===== src/ppms_pkg.sv =====
// Purpose: constants and types for the protector power-mode sequencer
// Assumes: 200 MHz clock, 5 ns period
package ppms_pkg;
    localparam int CLK_MHZ = 200;
    localparam int HOLDOFF_US = 5000;
    localparam int HOLDOFF_CYC = HOLDOFF_US * CLK_MHZ;
    localparam int OV_REC_CYC = 2000000;
    localparam int OC_REC_CYC = 4000000;
    localparam int FLT_DLY_CYC = 200000;
    localparam int TEST_DLY_CYC = 2000;
    localparam int TEST_OC_REC_CYC = 4000;
    localparam int TEST_DWELL_CYC = 400000;
    localparam int CTR_SAMPLE_CYC = 20000;
    localparam int CTR_FULL = 100;
    localparam int CTR_HI_PCT = 70;
    localparam int CTR_LO_PCT = 30;
    localparam int TMR_W = 32;

    typedef enum logic [1:0] {
        PPMS_OFF = 2'b00,
        PPMS_HOLD = 2'b01,
        PPMS_RUN = 2'b10
    } ppms_state_t;
endpackage


===== src/ppms_deglitch.sv =====
// Purpose: up/down counter filter for one override input
// Assumes: sample_en_i is a one-cycle enable
// Notes: output held disabled while clear_i is high
`timescale 1ns/1ps
`default_nettype none
module ppms_deglitch
    import ppms_pkg::*;
#(
    parameter int FULL = CTR_FULL
) (
    // Clock and reset
    input wire logic clk_i,
    input wire logic rst_n_i,
    // Control
    input wire logic clear_i,
    input wire logic sample_en_i,
    input wire logic level_i,
    // Result
    output logic enabled_o,
    output logic settled_o
);
    localparam logic [7:0] HI = 8'((FULL * CTR_HI_PCT) / 100);
    localparam logic [7:0] LO = 8'((FULL * CTR_LO_PCT) / 100);
    localparam logic [7:0] TOP = 8'(FULL);
    logic [7:0] count;
    logic [7:0] next_count;
    logic next_enabled;
    logic next_settled;

    always_comb begin
        next_count = count;
        next_enabled = enabled_o;
        next_settled = settled_o;
        if (clear_i) begin
            next_count = 8'h00;
            next_enabled = 1'b0;
            next_settled = 1'b0;
        end else if (sample_en_i) begin
            if (level_i && count != TOP) next_count = count + 8'h01;
            else if (!level_i && count != 8'h00) next_count = count - 8'h01;
            if (next_count > HI) next_enabled = 1'b1;
            else if (next_count < LO) next_enabled = 1'b0;
            if (next_count > HI || next_count < LO) next_settled = 1'b1;
        end
    end

    always_ff @(posedge clk_i or negedge rst_n_i) begin
        if (!rst_n_i) begin
            count <= 8'h00;
            enabled_o <= 1'b0;
            settled_o <= 1'b0;
        end else begin
            count <= next_count;
            enabled_o <= next_enabled;
            settled_o <= next_settled;
        end
    end
endmodule
`default_nettype wire


===== src/ppms_sequencer.sv =====
// Purpose: power-mode, fault gating and fast test mode sequencing
// Assumes: comparator inputs synchronous and already qualified as levels
// Notes: counts are parameters so simulation can shorten them
`timescale 1ns/1ps
`default_nettype none
module ppms_sequencer
    import ppms_pkg::*;
#(
    parameter int HOLDOFF = HOLDOFF_CYC,
    parameter int OV_REC = OV_REC_CYC,
    parameter int OC_REC = OC_REC_CYC,
    parameter int FLT_DLY = FLT_DLY_CYC,
    parameter int TEST_DLY = TEST_DLY_CYC,
    parameter int TEST_OC_REC = TEST_OC_REC_CYC,
    parameter int TEST_DWELL = TEST_DWELL_CYC,
    parameter int CTR_SAMPLE = CTR_SAMPLE_CYC
) (
    // Clock and reset
    input wire logic clk_i,
    input wire logic rst_n_i,
    // Supply comparators
    input wire logic supply_above_por_i,
    input wire logic supply_above_cutoff_i,
    input wire logic supply_above_test_entry_i,
    input wire logic supply_at_top_cell_i,
    // Cell and current faults, raw
    input wire logic cell_high_raw_i,
    input wire logic cell_below_release_i,
    input wire logic chg_fault_raw_i,
    input wire logic dsg_fault_raw_i,
    input wire logic current_fault_raw_i,
    // Override inputs
    input wire logic charge_override_input_i,
    input wire logic discharge_override_input_i,
    // Outputs
    output logic charge_fet_drive_o,
    output logic discharge_fet_drive_o,
    output logic state_comparator_en_o,
    output logic fault_detect_en_o,
    output logic fast_test_mode_o,
    output logic fault_mode_o
);
    // ------------------------------------------------------------
    // Declarations
    // ------------------------------------------------------------
    ppms_state_t state, next_state;
    logic [TMR_W-1:0] hold_tmr, next_hold_tmr;
    logic [TMR_W-1:0] ovr_tmr, next_ovr_tmr;
    logic [TMR_W-1:0] dwell_tmr, next_dwell_tmr;
    logic [TMR_W-1:0] samp_tmr, next_samp_tmr;
    logic [TMR_W-1:0] cflt_tmr, next_cflt_tmr;
    logic [TMR_W-1:0] dflt_tmr, next_dflt_tmr;
    logic [TMR_W-1:0] oc_tmr, next_oc_tmr;
    logic [TMR_W-1:0] ovd_tmr, next_ovd_tmr;
    logic ov_flag, next_ov_flag;
    logic cflt, next_cflt, dflt, next_dflt, ocflt, next_ocflt;
    logic test, next_test;
    logic next_chg, next_dsg, next_comp, next_fmode;
    logic sample_en, chg_ok, dsg_ok, chg_set, dsg_set, dg_clear;

    // Saturating down-counter step, shared by every timer but the sample timer
    function automatic logic [TMR_W-1:0] dec(input logic [TMR_W-1:0] v);
        dec = (v == '0) ? '0 : v - 1'b1;
    endfunction

    // Fault detect delay: TEST_DLY cycles in test mode, FLT_DLY otherwise
    function automatic logic [TMR_W-1:0] fdly(input logic t);
        fdly = t ? TMR_W'(TEST_DLY) : TMR_W'(FLT_DLY);
    endfunction

    // ------------------------------------------------------------
    // Override deglitch
    // ------------------------------------------------------------
    assign sample_en = (samp_tmr == '0);
    assign dg_clear = (state == PPMS_OFF);

    ppms_deglitch u_dg_chg (
        .clk_i(clk_i),
        .rst_n_i(rst_n_i),
        .clear_i(dg_clear),
        .sample_en_i(sample_en),
        .level_i(charge_override_input_i),
        .enabled_o(chg_ok),
        .settled_o(chg_set)
    );

    ppms_deglitch u_dg_dsg (
        .clk_i(clk_i),
        .rst_n_i(rst_n_i),
        .clear_i(dg_clear),
        .sample_en_i(sample_en),
        .level_i(discharge_override_input_i),
        .enabled_o(dsg_ok),
        .settled_o(dsg_set)
    );

    // ------------------------------------------------------------
    // Next-state logic
    // ------------------------------------------------------------
    always_comb begin
        next_state = state;
        next_hold_tmr = dec(hold_tmr);
        next_ovr_tmr = ovr_tmr;
        next_dwell_tmr = dwell_tmr;
        next_samp_tmr = sample_en ? TMR_W'(CTR_SAMPLE - 1) : samp_tmr - 1'b1;
        next_cflt_tmr = cflt_tmr;
        next_dflt_tmr = dflt_tmr;
        next_oc_tmr = dec(oc_tmr);
        next_ovd_tmr = fdly(test);
        next_ov_flag = ov_flag;
        next_cflt = cflt;
        next_dflt = dflt;
        next_ocflt = ocflt;
        next_test = test;
        case (state)
            PPMS_OFF: begin
                next_ov_flag = 1'b1;
                next_cflt = 1'b0;
                next_dflt = 1'b0;
                next_ocflt = 1'b0;
                next_test = 1'b0;
                next_hold_tmr = TMR_W'(HOLDOFF);
                next_ovr_tmr = TMR_W'(OV_REC);
                if (supply_above_por_i) next_state = PPMS_HOLD;
            end
            PPMS_HOLD: begin
                // Cell-high recovery runs while a longer deglitch still masks
                if (hold_tmr == '0) begin
                    if (!cell_below_release_i) next_ovr_tmr = TMR_W'(OV_REC);
                    else next_ovr_tmr = dec(ovr_tmr);
                    if (cell_below_release_i && ovr_tmr == '0) next_ov_flag = 1'b0;
                end
                // Deglitch masks hold-off: both must finish
                if (hold_tmr == '0 && chg_set && dsg_set) next_state = PPMS_RUN;
            end
            PPMS_RUN: begin
                // Cell-high recovery timer starts after hold-off
                if (ov_flag) begin
                    if (!cell_below_release_i) begin
                        next_ovr_tmr = test ? TMR_W'(TEST_DLY) : TMR_W'(OV_REC);
                    end else begin
                        next_ovr_tmr = dec(ovr_tmr);
                        if (ovr_tmr == '0) next_ov_flag = 1'b0;
                    end
                end else if (cell_high_raw_i) begin
                    // Own qualify timer, the charge-fault timer runs on independently of it
                    next_ovd_tmr = dec(ovd_tmr);
                    if (ovd_tmr == '0) begin
                        next_ov_flag = 1'b1;
                        next_ovr_tmr = test ? TMR_W'(TEST_DLY) : TMR_W'(OV_REC);
                    end
                end
                // Charge-side and discharge-side faults with qualify delay
                next_cflt_tmr = chg_fault_raw_i ? dec(cflt_tmr) : fdly(test);
                if (chg_fault_raw_i && cflt_tmr == '0) next_cflt = 1'b1;
                else if (!chg_fault_raw_i) next_cflt = 1'b0;
                next_dflt_tmr = dsg_fault_raw_i ? dec(dflt_tmr) : fdly(test);
                if (dsg_fault_raw_i && dflt_tmr == '0) next_dflt = 1'b1;
                else if (!dsg_fault_raw_i) next_dflt = 1'b0;
                // Current fault latches, recovery timed
                if (current_fault_raw_i) begin
                    next_ocflt = 1'b1;
                    next_oc_tmr = test ? TMR_W'(TEST_OC_REC) : TMR_W'(OC_REC);
                end else if (oc_tmr == '0) begin
                    next_ocflt = 1'b0;
                end
                // Test mode entry and exit by supply dwell
                if (!test && supply_above_test_entry_i) begin
                    next_dwell_tmr = dec(dwell_tmr);
                    if (dwell_tmr == '0) next_test = 1'b1;
                end else if (test && supply_at_top_cell_i) begin
                    next_dwell_tmr = dec(dwell_tmr);
                    if (dwell_tmr == '0) next_test = 1'b0;
                end else begin
                    next_dwell_tmr = TMR_W'(TEST_DWELL);
                end
                if (next_test != test) next_dwell_tmr = TMR_W'(TEST_DWELL);
            end
            default: next_state = PPMS_OFF;
        endcase
        if (!supply_above_cutoff_i) next_state = PPMS_OFF;
    end

    // ------------------------------------------------------------
    // Driver gating
    // ------------------------------------------------------------
    always_comb begin
        next_chg = 1'b0;
        next_dsg = 1'b0;
        if (next_state == PPMS_RUN && state == PPMS_RUN) begin
            next_chg = supply_above_cutoff_i && chg_ok && !next_ov_flag
                && !next_cflt && !next_ocflt;
            next_dsg = dsg_ok && !next_dflt && !next_ocflt;
        end
        next_comp = next_chg ^ next_dsg;
        next_fmode = (next_state == PPMS_RUN) && (next_ov_flag || next_cflt
            || next_dflt || next_ocflt);
    end

    always_ff @(posedge clk_i or negedge rst_n_i) begin
        if (!rst_n_i) begin
            state <= PPMS_OFF;
            hold_tmr <= '0;
            ovr_tmr <= '0;
            dwell_tmr <= '0;
            samp_tmr <= '0;
            cflt_tmr <= '0;
            dflt_tmr <= '0;
            oc_tmr <= '0;
            ovd_tmr <= '0;
            ov_flag <= 1'b1;
            cflt <= 1'b0;
            dflt <= 1'b0;
            ocflt <= 1'b0;
            test <= 1'b0;
            charge_fet_drive_o <= 1'b0;
            discharge_fet_drive_o <= 1'b0;
            state_comparator_en_o <= 1'b0;
            fault_detect_en_o <= 1'b0;
            fault_mode_o <= 1'b0;
        end else begin
            state <= next_state;
            hold_tmr <= next_hold_tmr;
            ovr_tmr <= next_ovr_tmr;
            dwell_tmr <= next_dwell_tmr;
            samp_tmr <= next_samp_tmr;
            cflt_tmr <= next_cflt_tmr;
            dflt_tmr <= next_dflt_tmr;
            oc_tmr <= next_oc_tmr;
            ovd_tmr <= next_ovd_tmr;
            ov_flag <= next_ov_flag;
            cflt <= next_cflt;
            dflt <= next_dflt;
            ocflt <= next_ocflt;
            test <= next_test;
            charge_fet_drive_o <= next_chg;
            discharge_fet_drive_o <= next_dsg;
            state_comparator_en_o <= next_comp;
            fault_detect_en_o <= (next_state != PPMS_OFF);
            fault_mode_o <= next_fmode;
        end
    end

    assign fast_test_mode_o = test;
endmodule
`default_nettype wire


===== config.mk =====
export PLATFORM = sky130hd
export DESIGN_NAME = ppms_sequencer
export DESIGN_NICKNAME = d
export VERILOG_FILES = /design/src/ppms_pkg.sv /design/src/ppms_deglitch.sv /design/src/ppms_sequencer.sv
export SDC_FILE = /design/constraint.sdc
export NUM_CORES = 1
export LEC_CHECK = 0
export BUFFER_PORTS_ARGS = -buffer_cell sky130_fd_sc_hd__buf_2
export CORE_MARGIN = 5
export CORE_UTILIZATION = 28
export DETAILED_ROUTE_END_ITERATION = 8
export SYNTH_ARGS = -nofsm -noshare
export SYNTH_HDL_FRONTEND = slang
export SYNTH_SLANG_ARGS = --single-unit

===== constraint.sdc =====
create_clock -name clk_i -period 5.76 [get_ports clk_i]
set_clock_uncertainty 0.2 [all_clocks]
set_input_delay 0.576 -clock clk_i [delete_from_list [all_inputs] [get_ports clk_i]]
set_output_delay 0.576 -clock clk_i [all_outputs]
set_load 0.01 [all_outputs]

==> results.md <==
* Status: finished, final reports clean
* Post-Route WL at 34,400 um
* Max Cap Violations at 0
* Worst path top cell family by delay: simple AND/OR/NAND/NOR gates
* Die X at 246 um
* Final Power at 4740 uW
* Worst Hold End: fast_test_mode_o
* Net count after synthesis at 1,778
* NumNets Final at 1,757
* Post-synthesis cell type count at 77
* GP Congestion at 0.818
* Routed length per instance at 13.8 um
* CTS Sinks at 288
* Clock latency on the worst-skew pair at 590 ps
* CP max-delay cell: or3_1
* Number of global-route vias before repair at 12,000
* TritonCTS clock tree: built
* First-pass GRT wire length at 58,700 um
* Number of top-level pins at 19
* EDFF count, synth at 0
* Setup slack, reg-to-reg at 1750 ps
* WP buf/inv at 0
* P_leak at 0.00682 uW
* Post-DRT Antenna Nets at 0
* Top-area cell type share of the netlist area at 0.460
* Dpl hpwl at 22,900 um
* Reg2reg start: hold_tmr[7]
* Sum Neg Setup Slack at 0 ps
* Fill count at 5,740
* Critical path class: reg2reg
* Biggest area consumer among synthesized cells: dfrtp_1
* Critical path, cell by cell: nor4_1 > nand4_1 > or3_1 > a221o_1 > or2_0 > o41ai_1
* Final Slew Violations at 0
* Rows at 86
* Port Buf Inserts at 18
* Worst-Margin Slew at 1110 ps
* Max stage delay on crit path at 710 ps
* Most common cell after layout, fill and taps aside: dfrtp_1
* Required @ worst endpoint at 6050 ps
* Relative slew margins at 0.259
* Syn. warnings at 0
* Post-synth ARST share at 1.00
* Longest Clk Path Bufs at 3
* Synthesized instance count at 1,746
* Vias per cell at 5.06
* Num CTS Buffers at 31
* Via count at 12,600
* Die area at 0.0605 sq mm
* Hold path start: supply_above_test_entry_i
* Critical Path End Type: flip-flop
* Clock Pin Slew Worst Setup and Hold Paths at 70 ps
* Final period util at 0.697
* RSZ-0062 raised after global routing: no
* Initial antenna violation count at 2
* Final Hold Vio Count at 0
* Final-report setup violation count at 0
* CP Launch Type: flip-flop
* Die Height at 246 um
* Largest net degree at the start of global routing at 107
* Worst r2r dst: ovr_tmr[5]
* Residual DRC at 0
* FF+latch count, synth at 288
* Layout area overhead at 12.1%
* Main synth FF type: dfrtp_1
* Mapped Area at 0.0156 sq mm
* Syn avg cell area at 8.93 sq um
* Max IR drop VDD at 0.253 mV
* Arr. time, crit path at 4300 ps
* Post-layout min period at 4010 ps
* GR Overflow Total at 0
* PwrDens at 271 mW/mm^2
* Initial core utilization at 0.283
* Core area at 0.0551 sq mm
* Tot GR Track Use at 0.111
* Drt first pass iters at 5
* Most frequent cells in the layout: 287 x dfrtp_1, 229 x nor2_1, 153 x o21ai_0, 147 x nand2_1, 88 x xnor2_1
* Hold depth at 3
* Iteration-0 DRC count of the detailed router at 879
* Post CTS Setup Buffer Count at 0
* Synth top area cells: dfrtp_1 46%, nor2_1 5.5%, o21ai_0 5.0%
* Worst hold-check path type: in2reg
* Max Clk Rate at 249 MHz
* Register area share after synthesis at 0.462
* Worst R2R Path Depth at 6
* Share of cells above drive strength 1 at 0.0608
* Largest fanout on the critical path at 17
* H-tree levels at 1
* Root buffer cell: clkbuf_16
==> state kept, by name, summed over array words and instances (netlist names), 2 cells and up <==
register,cells
cflt_tmr,32
dflt_tmr,32
dwell_tmr,32
hold_tmr,32
oc_tmr,32
ovd_tmr,32
ovr_tmr,32
samp_tmr,32
state,2
u_dg_chg.count,8
u_dg_dsg.count,8
==> worst max-delay path by stage <==
| stage | start | to | slack [ps] | cells past startpoint |
|---|---|---|---|---|
| 2_1_floorplan | ovr_tmr[22] | ovr_tmr[24] | 2500 | 8 |
| 3_3_place_gp | hold_tmr[7] | ovr_tmr[5] | 1870 | 6 |
| 3_5_place_dp | hold_tmr[7] | ovr_tmr[5] | 1780 | 6 |
| 4_1_cts | hold_tmr[7] | ovr_tmr[5] | 1750 | 6 |
| 5_1_grt | hold_tmr[7] | ovr_tmr[5] | 1460 | 6 |
| 6_report | hold_tmr[7] | ovr_tmr[5] | 1750 | 6 |
==> worst min-delay path: stages <==
cell	delay [ps]
buf_2	130
nand3_1	60
nand2_1	50
==> Yosys cell counts, types with 49 or more instances <==
cell / count
dfrtp_1: 287
nor2_1: 229
o21ai_0: 155
nand2_1: 147
xnor2_1: 88
nor3_1: 87
clkbuf_1: 78
a21oi_1: 76
nor4_1: 63
or3_1: 49
xor2_1: 49
==> where the power goes <==
| part | leakage [uW] | switching, uW | internal, uW | total, uW |
|---|---|---|---|---|
| logic | 0.00263 | 277 | 178 | 455 |
| clock network | 0.000513 | 829 | 1220 | 2050 |
| registers | 0.00367 | 107 | 2130 | 2240 |
==> per-stage QoR <==
step                      hold WS (ps)  setup slack (ps)   util  std cells  cell area (sq um)
after floorplan                   80.4              2500      -       1746              15600
after global placement             227              1870  0.298       2439              16400
after detailed placement           233              1780  0.298       2439              16400
after CTS                         40.9              1750  0.317       2491              17500
after global routing              47.5              1460  0.317       2491              17500
final                             86.0              1750  0.317       2492              17500
==> layer usage <==
metal  routed length (um)  track usage  vias to the layer above
met5                    0            0                        -
met3                 1280       0.0189                       56
li1                     -            -                     6252
met2                15400        0.175                      170
met1                17100        0.160                     6124
met4                  632       0.0246                        0
==> cell type report <==
| type | instances | area, sq um | area share |
|---|---|---|---|
| flip-flops and latches | 288 | 7210 | 0.412 |
| well taps | 748 | 936 | 0.0535 |
| multi-input cells | 1329 | 7910 | 0.453 |
| inverters | 41 | 154 | 0.00880 |
| diodes | 1 | 2.50 | 0.000143 |
| clock buffers | 43 | 901 | 0.0515 |
| repair buffers | 34 | 235 | 0.0135 |
| clock inverters | 8 | 134 | 0.00766 |
==> cells by family after synthesis <==
kind of cell,after synthesis,synth area share
adders and majority gates,19,0.0152
buffers and inverters,129,0.0315
AOI/OAI and AO/OA,392,0.158
muxes,7,0.00457
xor gates and xnor gates,137,0.0769
and+or+nand+nor,774,0.252
DFF,288,0.462
==> what timing repair did <==
action,in CTS,in global routing
endpoints found under the setup margin,0,0
resized for setup,0,0
hold buffers,1,0
endpoints found under the hold margin,101,0
No activity file was read; power rests on OpenSTA's default activity.
